**src/hdl/chc_map.vh**
```
`ifndef CHC_MAP_VH
`define CHC_MAP_VH
// Line geometry in bytes
`define CHC_L1_LINE_BYTES     64
`define CHC_L2_LINE_BYTES     256
`define CHC_L2_SUBLINES       4
// Level-1 sizes, level-2 maximum size and ways
`define CHC_L1_KBYTES         64
`define CHC_L1_WAYS           2
`define CHC_L2_MAX_MBYTE      6
`define CHC_L2_MAX_WAYS       12
// Address space codes
`define CHC_SPACE_BYP         8'h15
`define CHC_SPACE_BYP_LE      8'h1d
`define CHC_SPACE_L1I_FLUSH   8'h67
`define CHC_SPACE_L2_CTRL     8'h6a
`define CHC_SPACE_LINE_INV    8'h74
// Level-2 control register fields
`define CHC_L2C_ERR_BIT       24
`define CHC_L2C_FLUSH_BIT     0
`define CHC_L2C_RESET         64'h0000000000000000
// Fault type for invalid space
`define CHC_FT_BAD_SPACE      8'h08
// State encoding bits
`define CHC_ST_VALID          2
`define CHC_ST_EXCL           1
`define CHC_ST_MOD            0
// Default whole-level-2 flush duration in cycles
`define CHC_L2_FLUSH_CYCLES   16'h0100
`endif

```
**src/hdl/chc_cache_hierarchy_control.v**
```verilog
// Summary of operation
// RULE1: Level-1 lines 64 bytes, level-2 256 bytes
// RULE2: Level-2 eviction flushes level-1 copies
// RULE3: Instruction-stream store invalidates instruction line
// RULE4: Instruction cache 64K, 2 ways, parity
// RULE5: Fetch bypass on recovery, disabled, uncacheable
// RULE6: Force-cacheable overrides fetch bypass only
// RULE7: Data cache write-back 64K, 2 ways
// RULE8: Data bypass on 15/1d, disabled, uncacheable
// RULE9: Level-2 write-back, bypassed when uncacheable
// RULE10: Level-2 state: valid, exclusive, modified bits
// RULE11: Level-1 states derived from level-2 state
// RULE12: Only 64-bit alternate opcodes, else fault 08
// RULE13: No translation on cache-control addresses
// RULE14: Low three address bits nonzero misaligned
// RULE15: Don't-care data reads zero, write ignored
// RULE16: Cache-control accesses always big-endian
// RULE17: Write to 67 flushes instruction cache
// RULE18: Error flag bit 24 sticky, write-1 clears
// RULE19: Bit 0 write flushes level-2, halts core
// RULE20: Write to 74 invalidates line partition-wide
// RULE21: Read of 74 raises invalid-space fault
// RULE22: Software sets weak ownership before 74 write
// RULE23: Faulting access has no side effect
`timescale 1ns/1ps
`default_nettype none
`include "chc_map.vh"
module chc_cache_hierarchy_control #(
   parameter L1_LINE_BYTES = `CHC_L1_LINE_BYTES,
   parameter L2_LINE_BYTES = `CHC_L2_LINE_BYTES,
   parameter L1_KBYTES     = `CHC_L1_KBYTES,
   parameter L1_WAYS       = `CHC_L1_WAYS,
   parameter [15:0] L2_FLUSH_CYCLES = `CHC_L2_FLUSH_CYCLES
) (
   // Clock and reset
   input  wire        clock,
   input  wire        rst_n,
   // Fetch bypass decision
   input  wire        fetch_req,
   input  wire        reset_recovery_state_flag,
   input  wire        instruction_cache_enable_control,
   input  wire        force_instruction_cacheable,
   input  wire        fetch_page_cacheable_physical,
   output reg         fetch_bypass_r,
   // Data bypass decision
   input  wire        data_req,
   input  wire [7:0]  data_space,
   input  wire        data_cache_enable_control,
   input  wire        data_page_cacheable_physical,
   output reg         data_bypass_r,
   output reg         level2_bypass_r,
   // Cache-control alternate-space access
   input  wire        ctl_req,
   input  wire        ctl_write,
   input  wire        ctl_opcode_ok,
   input  wire        ctl_supervisor,
   input  wire [7:0]  ctl_space,
   input  wire [63:0] ctl_addr,
   input  wire [63:0] ctl_wdata,
   output reg         ctl_ack_r,
   output reg  [63:0] ctl_rdata_r,
   output reg         ctl_space_fault_r,
   output reg         ctl_align_fault_r,
   output reg  [7:0]  data_fault_type_field_r,
   // Error events for sticky flag
   input  wire        err_event,
   // Cache maintenance actions
   output reg         l1i_flush_all_r,
   output reg         l2_flush_busy_r,
   output reg         halt_execution_r,
   output reg         line_inv_r,
   output reg  [63:0] line_inv_paddr_r,
   // Coherence state mapping
   input  wire [2:0]  l2_state,
   input  wire        l2_evict,
   input  wire        icode_store,
   output reg         l1d_valid_ok_r,
   output reg         l1d_mod_r,
   output reg         store_ownership_state_r,
   output reg         l1i_valid_ok_r,
   output reg         l1_evict_inv_r,
   output reg         l1i_line_inv_r
);
   // RULE1 RULE4 RULE7 RULE9: geometry fixed by parameters above
   localparam SUBLINES = L2_LINE_BYTES / L1_LINE_BYTES;

   // Level-2 line states; valid clear is invalid whatever the rest
   localparam [2:0] ST_SHARED_CLEAN = 3'b100;
   localparam [2:0] ST_EXCL_CLEAN   = 3'b110;
   localparam [2:0] ST_SHARED_MOD   = 3'b101;
   localparam [2:0] ST_EXCL_MOD     = 3'b111;
   // Whole level-2 flush sequencer states
   localparam       FL_IDLE         = 1'b0;
   localparam       FL_BUSY         = 1'b1;

   reg        sticky_error_trap_flag_r;
   reg        sticky_error_trap_flag_nxt;
   reg [15:0] flush_cnt_r;
   reg [15:0] flush_cnt_nxt;
   reg        flush_busy_nxt;
   reg        fetch_bypass_nxt;
   reg        data_bypass_nxt;
   reg        level2_bypass_nxt;
   reg        l1d_valid_ok_nxt;
   reg        l1d_mod_nxt;
   reg        store_ownership_state_nxt;
   reg        l1i_valid_ok_nxt;
   reg        space_known;
   reg        space_write_only;
   wire       addr_ok;
   wire       space_bad;
   wire       byp_space;
   wire       is_l1i;
   wire       is_l2c;
   wire       is_inv;
   wire       good;
   wire       err_clr;
   wire       flush_go;

   assign is_l1i = ctl_space == `CHC_SPACE_L1I_FLUSH;
   assign is_l2c = ctl_space == `CHC_SPACE_L2_CTRL;
   assign is_inv = ctl_space == `CHC_SPACE_LINE_INV;

   // Known spaces and those that refuse reads
   always @* begin
      space_known = 1'b0;
      space_write_only = 1'b0;
      case (ctl_space)
         `CHC_SPACE_L1I_FLUSH: begin
            space_known = 1'b1;
            space_write_only = 1'b1;
         end
         `CHC_SPACE_L2_CTRL: begin
            space_known = 1'b1;
         end
         `CHC_SPACE_LINE_INV: begin
            space_known = 1'b1;
            space_write_only = 1'b1;                    // RULE21
         end
         default: begin
            space_known = 1'b0;
            space_write_only = 1'b0;
         end
      endcase
   end

   // User access also faults as invalid space
   assign space_bad = ~ctl_opcode_ok | ~ctl_supervisor   // RULE12
                    | ~space_known
                    | (space_write_only & ~ctl_write);
   assign addr_ok = ctl_addr[2:0] == 3'b000;             // RULE14
   assign good = ctl_req & ~space_bad & addr_ok;         // RULE23
   assign err_clr = good & ctl_write & is_l2c
                  & ctl_wdata[`CHC_L2C_ERR_BIT];
   assign flush_go = good & ctl_write & is_l2c
                   & ctl_wdata[`CHC_L2C_FLUSH_BIT];      // RULE19

   assign byp_space = (data_space == `CHC_SPACE_BYP)
                    | (data_space == `CHC_SPACE_BYP_LE);

   // Bypass decisions, held between requests
   always @* begin
      fetch_bypass_nxt = fetch_bypass_r;
      data_bypass_nxt = data_bypass_r;
      level2_bypass_nxt = level2_bypass_r;
      if (fetch_req)
         fetch_bypass_nxt = ~force_instruction_cacheable  // RULE6
            & (reset_recovery_state_flag                  // RULE5
               | ~instruction_cache_enable_control
               | ~fetch_page_cacheable_physical);
      if (data_req) begin
         data_bypass_nxt = byp_space                      // RULE8
            | ~data_cache_enable_control
            | ~data_page_cacheable_physical;
         // Level-2 bypass ignores force-cacheable and enables
         level2_bypass_nxt = byp_space                    // RULE9
            | ~data_page_cacheable_physical;
      end
   end

   always @(posedge clock) begin
      if (!rst_n) begin
         fetch_bypass_r <= 1'b0;
         data_bypass_r <= 1'b0;
         level2_bypass_r <= 1'b0;
      end else begin
         fetch_bypass_r <= fetch_bypass_nxt;
         data_bypass_r <= data_bypass_nxt;
         level2_bypass_r <= level2_bypass_nxt;
      end
   end

   // Cache-control access answer, one cycle after request
   always @(posedge clock) begin
      if (!rst_n) begin
         ctl_ack_r <= 1'b0;
         ctl_rdata_r <= 64'h0000000000000000;
         ctl_space_fault_r <= 1'b0;
         ctl_align_fault_r <= 1'b0;
         data_fault_type_field_r <= 8'h00;
         l1i_flush_all_r <= 1'b0;
         line_inv_r <= 1'b0;
         line_inv_paddr_r <= 64'h0000000000000000;
      end else begin
         ctl_ack_r <= ctl_req;
         ctl_space_fault_r <= ctl_req & space_bad;
         ctl_align_fault_r <= ctl_req & ~space_bad & ~addr_ok;
         if (ctl_req & space_bad)
            data_fault_type_field_r <= `CHC_FT_BAD_SPACE;   // RULE12
         // Big-endian fixed; only flag bit visible, rest zero
         ctl_rdata_r <= 64'h0000000000000000;               // RULE15 RULE16
         if (good & ~ctl_write & is_l2c)
            ctl_rdata_r[`CHC_L2C_ERR_BIT] <= sticky_error_trap_flag_r;
         l1i_flush_all_r <= good & ctl_write & is_l1i;      // RULE17
         line_inv_r <= good & ctl_write & is_inv;           // RULE20
         // Address used untranslated, no masking
         if (good & ctl_write & is_inv)
            line_inv_paddr_r <= ctl_addr;                   // RULE13
      end
   end

   // Sticky flag: an error in the clearing cycle keeps it set
   always @* begin
      sticky_error_trap_flag_nxt = sticky_error_trap_flag_r;
      if (err_clr)
         sticky_error_trap_flag_nxt = 1'b0;
      if (err_event)
         sticky_error_trap_flag_nxt = 1'b1;                 // RULE18
   end

   // Flush request while busy is dropped
   always @* begin
      flush_busy_nxt = l2_flush_busy_r;
      flush_cnt_nxt = flush_cnt_r;
      case (l2_flush_busy_r)
         FL_IDLE: begin
            if (flush_go) begin
               flush_busy_nxt = FL_BUSY;                    // RULE19
               flush_cnt_nxt = L2_FLUSH_CYCLES;
            end
         end
         FL_BUSY: begin
            if (flush_cnt_r <= 16'h0001) begin
               flush_busy_nxt = FL_IDLE;
               flush_cnt_nxt = 16'h0000;
            end else begin
               flush_cnt_nxt = flush_cnt_r - 16'h0001;
            end
         end
         default: begin
            flush_busy_nxt = FL_IDLE;
            flush_cnt_nxt = 16'h0000;
         end
      endcase
   end

   always @(posedge clock) begin
      if (!rst_n) begin
         sticky_error_trap_flag_r <= 1'b0;
         flush_cnt_r <= 16'h0000;
         l2_flush_busy_r <= 1'b0;
         halt_execution_r <= 1'b0;
      end else begin
         sticky_error_trap_flag_r <= sticky_error_trap_flag_nxt;
         flush_cnt_r <= flush_cnt_nxt;
         l2_flush_busy_r <= flush_busy_nxt;
         // Core stays halted for the whole flush
         halt_execution_r <= flush_busy_nxt;                // RULE19
      end
   end

   // Level-1 and store-ownership view of the level-2 state
   always @* begin
      l1d_valid_ok_nxt = 1'b0;
      l1d_mod_nxt = 1'b0;
      store_ownership_state_nxt = 1'b0;
      l1i_valid_ok_nxt = 1'b0;
      case (l2_state)                               // RULE10 RULE11
         ST_SHARED_CLEAN, ST_EXCL_CLEAN, ST_SHARED_MOD: begin
            l1d_valid_ok_nxt = 1'b1;
            l1i_valid_ok_nxt = 1'b1;
         end
         ST_EXCL_MOD: begin
            l1d_valid_ok_nxt = 1'b1;
            l1d_mod_nxt = 1'b1;
            store_ownership_state_nxt = 1'b1;
         end
         default: begin
            l1d_valid_ok_nxt = 1'b0;
            l1i_valid_ok_nxt = 1'b0;
         end
      endcase
   end

   // Coherence mapping from level-2 state
   always @(posedge clock) begin
      if (!rst_n) begin
         l1d_valid_ok_r <= 1'b0;
         l1d_mod_r <= 1'b0;
         store_ownership_state_r <= 1'b0;
         l1i_valid_ok_r <= 1'b0;
         l1_evict_inv_r <= 1'b0;
         l1i_line_inv_r <= 1'b0;
      end else begin
         l1d_valid_ok_r <= l1d_valid_ok_nxt;
         l1d_mod_r <= l1d_mod_nxt;
         store_ownership_state_r <= store_ownership_state_nxt;
         l1i_valid_ok_r <= l1i_valid_ok_nxt;
         l1_evict_inv_r <= l2_evict;                        // RULE2
         l1i_line_inv_r <= icode_store;                     // RULE3
      end
   end
endmodule
`default_nettype wire

```
**config.mk**
```make
export PLATFORM = sky130hd
export DESIGN_NAME = chc_cache_hierarchy_control
export DESIGN_NICKNAME = d
export VERILOG_FILES = /design/src/hdl/chc_cache_hierarchy_control.v
export VERILOG_INCLUDE_DIRS = /design/src /design/src/hdl
export SDC_FILE = /design/constraint.sdc
export NUM_CORES = 1
export LEC_CHECK = 0
export ABC_AREA = 1
export ABC_CLOCK_PERIOD_IN_PS = 1800
export BUFFER_PORTS_ARGS = -buffer_cell sky130_fd_sc_hd__buf_4
export CAP_MARGIN = 20
export CORE_AREA = 5 5 120 122
export CTS_BUF_LIST = sky130_fd_sc_hd__clkbuf_4 sky130_fd_sc_hd__clkbuf_8 sky130_fd_sc_hd__clkbuf_16
export CTS_CLUSTER_DIAMETER = 50
export DETAILED_ROUTE_END_ITERATION = 10
export DIE_AREA = 0 0 125 127
export HOLD_SLACK_MARGIN = 0.06
export PLACE_DENSITY = 0.71
export SYNTH_ARGS = -nofsm -noshare
export SYNTH_HDL_FRONTEND = slang
export SYNTH_SLANG_ARGS = --single-unit
```
**constraint.sdc**
```tcl
create_clock -name clock -period 1.8 [get_ports clock]
set_clock_uncertainty 0.05 [all_clocks]
set_input_delay 0.18 -clock clock [delete_from_list [all_inputs] [get_ports clock]]
set_output_delay 0.18 -clock clock [all_outputs]
set_load 0.01 [all_outputs]
```
Word-level counts from Yosys, hierarchy flattened
Index checks and enable logic that the tools add are counted.
{"block": "totals", "register_bits": 160, "output_inout_bits": 152}
{"block": "classes", "n_addsub": 1, "order_cmp": 1, "n_eq_ne": 10, "n_mux": 13, "n_bitwise": 35, "reduce_logical": 7}
{"op": "$mux W16", "n": 2}
{"op": "$pmux W16 S2", "n": 1}
{"op": "$eq A8 B7 Y1 const B", "n": 3}
{"op": "$eq A8 B5 Y1 const B", "n": 2}
{"op": "$le A16 B1 Y1 const B", "n": 1}
{"op": "$sub A16 B1 Y16 const B", "n": 1}
{"op": "$and A1 B1 Y1", "n": 14}
{"op": "$eq A3 B3 Y1 const B", "n": 4}
{"op": "$not A1 Y1", "n": 12}
{"op": "$mux W1", "n": 9}
{"op": "$or A1 B1 Y1", "n": 9}
{"op": "$reduce_or A3 Y1", "n": 2}
{"op": "$reduce_or A4 Y1", "n": 1}
{"op": "$logic_not A3 Y1", "n": 1}
{"op": "$ne A2 B2 Y1 const B", "n": 1}
{"op": "$pmux W1 S2", "n": 1}
{"op": "$reduce_and A2 Y1", "n": 1}
{"op": "$reduce_bool A2 Y1", "n": 1}
{"op": "$reduce_or A2 Y1", "n": 1}

Logic depth before layout (Yosys ltp)
{"block": "logic_depth", "word_depth": 14, "ltp_mapped": 12, "ltp_nobuf": 12}

Worst setup path before layout
Ideal clock, no wire load.
{"block": "synth_timing", "kind": "register to register", "from": "reg flush_cnt_r[0]", "to": "reg flush_cnt_r[14]", "setup_time_ns": 0.070, "arrival_time_ns": 1.551, "path_slack_ns": 0.128, "path_stages_with_launch": 9, "n_path_buf": 0, "synth_period_minus_slack_ns": 1.672, "cell_sequence": "dfxtp_1 inv_1 ha_1 nand2_1 nor2_1 nand4_1 xor2_1 or2_2 a21oi_1"}
{"block": "synth_between", "elab_chain_cells": 3, "word_cells_on_any_way": 4}
{"element": "start: declaration", "line_no": "chc_cache_hierarchy_control.v:98", "source": "reg [15:0] flush_cnt_r;"}
{"element": "start signal: assignment", "line_no": "chc_cache_hierarchy_control.v:265", "source": "flush_cnt_r <= flush_cnt_nxt;"}
{"element": "$sub A16 B1 Y16 / $le A16 B1 Y1 (equally long branches)", "line_no": "chc_cache_hierarchy_control.v:247, chc_cache_hierarchy_control.v:243"}
{"element": "$mux W16 *", "line_no": "chc_cache_hierarchy_control.v:243", "source": "if (flush_cnt_r <= 16'h0001) begin"}
{"element": "$pmux W16 S2 *", "line_no": "chc_cache_hierarchy_control.v:235", "source": "case (l2_flush_busy_r)"}
Mark *: on every way between the ends. The rest lies on a longest branch, timed or not.
A chain may end at the register's enable or synchronous reset.

Worst setup path after layout
{"block": "layout_timing", "from": "reg flush_cnt_r[0]", "to": "reg flush_cnt_r[9]"}
The elaborated chain is that of the path after synthesis.

==> results.cfg <==
[sta]
worst_slew_pin_slew_ps = 631.4
hold_violations = 0
setup_tns_ps = 0
rsz0062_at_grt = true
hold-worst-slack_ps = 70.59
setup_viol = 0
period_needed_ps = 1675
finalCritPeriodShare_pct = 93.07
drv_slew = 0
timing.fmax_mhz = 596.9
relSlewSlack_pct = 57.91

[drt]
drcViolationCount = 0
drtIter0Drc = 267
final_antenna_net_count = 0
first_pass_iters = 5
via_per_inst = 4.643
wl_per_cell_um = 13.69
wirelength_um = 13930
vias = 4727

[synth]
synth-async-reset-ratio_pct = 0
ys_seq_elements = 97
synth_area_leaders = dfxtp_1 43%, buf_4 12%, nand4_1 9.3%, a21oi_1 9.2%, nand2_1 8.8%
syn-cell-area_um2 = 4527
ys_warn_count = 0
avgSynthCellArea_um2 = 7.621
synth_flop_cell = dfxtp_1
yosysSeqAreaShare_pct = 42.90
synth_cells = 594
yosysUniqueCellTypes = 30
synth_edf_count = 0
yosys.area.top_type_share_pct = 42.90
synth_largest_area_cell = dfxtp_1

[worst_setup_path]
crit_type = reg2reg
cp-start-kind = flip-flop
cpMaxStageDelayCell = dfxtp_1
worstPathArrival_ps = 1900
cp.required_ps = 2020
crit_chain = buf_4 -> ha_1 -> nand2_1 -> nor2_1 -> o21bai_1 -> nand2_2 -> buf_4 -> a21oi_1 -> o21ai_1 -> a21oi_1
endpoint_kind = flip-flop
crit_path_max_fanout = 7
slowest_delay_ps = 310

[place]
gp_congestion = 0.8036
placed_cell_area_um2 = 5991
io_buffer_count = 182
dp_hpwl_um = 9264

[pwr]
power_density_nw_per_um2 = 671.3
peakVddDrop_mv = 0.3407
p_leak_nw = 3.139

[die]
rows = 42
die_h_um = 127
fp.coreArea_um2 = 13090
io-pin-count = 316
start_util_pct = 34.60
dieArea_um2 = 15880
fp.dieW_um = 125

[cells_and_area]
largestRegisters = line_inv_paddr_r x64, flush_cnt_r x16
layout_commonest_cell = buf_4
diodes = 0
finish.instance_area_um2 = 6883
top_register = line_inv_paddr_r
largest_reg_flops = 64
final_cell_mix = 210 x buf_4, 105 x nand2_1, 97 x dfxtp_1
drive_gt1_share_pct = 29.45
nets = 1003
area_growth_pct = 52.05

[global_route]
grt.overflow.total = 0
grt_max_degree = 62
grt_antenna_before_repair = 0
grt_pass1_vias = 4382
grt_usage_pct = 16.52
grt_first_pass_wirelength_um = 21830

[job]
maxCapViolations = 0

[cts]
htree_levels = 3
clk_path_buf_depth = 2
path_clk_slew_ps = 70
clock_sinks = 97
clk_latency_ps = 340
cts_tree = built
cts_buffers = 9
cts_root_buf = clkbuf_16
post_cts_buffers = 0

[status]
status = complete, no violations

[min_path]
hold_class = in2reg
## layout make-up
type,instances,area [µm²]
clock buffers,9,225.2
clock inverters,7,76.32
fillers,1203,6202
inverters,38,142.6
multi-input cells,419,2038
flip-flops and latches,97,1942
well taps,176,220.2
repair buffers,272,2238
## per-layer routing
layer,track usage (%),part of all wire [%],wire [µm],vias up
met5,0,0,0,-
met4,7.079,2.9,402,0
met3,5.008,8.0,1114,26
met2,26.95,49,6787,187
met1,20.35,40,5630,2173
li1,-,-,-,2341
## cells in the mapped netlist, types with 2 or more instances
library cell / n
nand2_1: 106
dfxtp_1: 97
a21oi_1: 83
buf_4: 72
nand4_1: 67
inv_1: 34
nor2_1: 32
clkbuf_1: 29
nand3_1: 22
o21ai_0: 13
buf_2: 7
inv_2: 4
nor3_1: 4
xnor2_1: 3
xor2_1: 3
ha_1: 2
nand3_2: 2
or2_2: 2
## final timing paths
kind,from,to,slack [ps],cells past startpoint
min reg2reg,data_fault_type_field_r[3]$_SDFFE_PN0P_,data_fault_type_field_r[3]$_SDFFE_PN0P_,400,2
max,flush_cnt_r[0]$_SDFFE_PN0P_,flush_cnt_r[9]$_SDFFE_PN0P_,120,10
max reg2reg,flush_cnt_r[0]$_SDFFE_PN0P_,flush_cnt_r[9]$_SDFFE_PN0P_,120,10
min,ctl_addr[17],line_inv_paddr_r[17]$_SDFFE_PN0P_,70,3
## critical path: cells and delay by family (launching register included)
family                   cells  cell delay (ps)
AND/OR/NAND/NOR              3              260
adder cells (fa/ha/maj)      1              200
buffers and inverters        2              310
flip-flops                   1              310
AO/OA/AOI/OAI                4              470
## cells by family after synthesis
group                      Yosys count  share of synthesized area, %
other                                1                       0.08284
adders and majority gates            2                        0.5527
AOI/OAI and AO/OA                  103                         11.86
buffers and inverters              147                         18.35
and+or+nand+nor                    238                         25.10
DFF                                 97                         42.90
xor gates and xnor gates             6                         1.161
## per-stage QoR
step / instances / utilization (%) / setup WS, ps / power (mW)
floorplan: 663 / - / 128.3 / 2.484
global placement: 945 / 45.78 / -32.90 / 2.603
detailed placement: 945 / 45.78 / -75.98 / 2.605
CTS: 1018 / 52.45 / 67.41 / 4.664
global route: 1018 / 52.60 / -9.451 / 4.818
finish: 1018 / 52.60 / 124.7 / 4.621
## timing repair
item	in CTS	in global routing
resized for setup	0	9
hold buffers	57	0
endpoints found under the setup margin	0	14
hold endpoints to repair	54	0
## report_power, final
group	total [mW]	switching, mW	internal [mW]
Combinational	0.500	0.236	0.265
Clock	1.95	0.863	1.09
Sequential	2.17	0.00628	2.16
Total	4.62	1.11	3.52
Power figures use the tool's default switching activity.
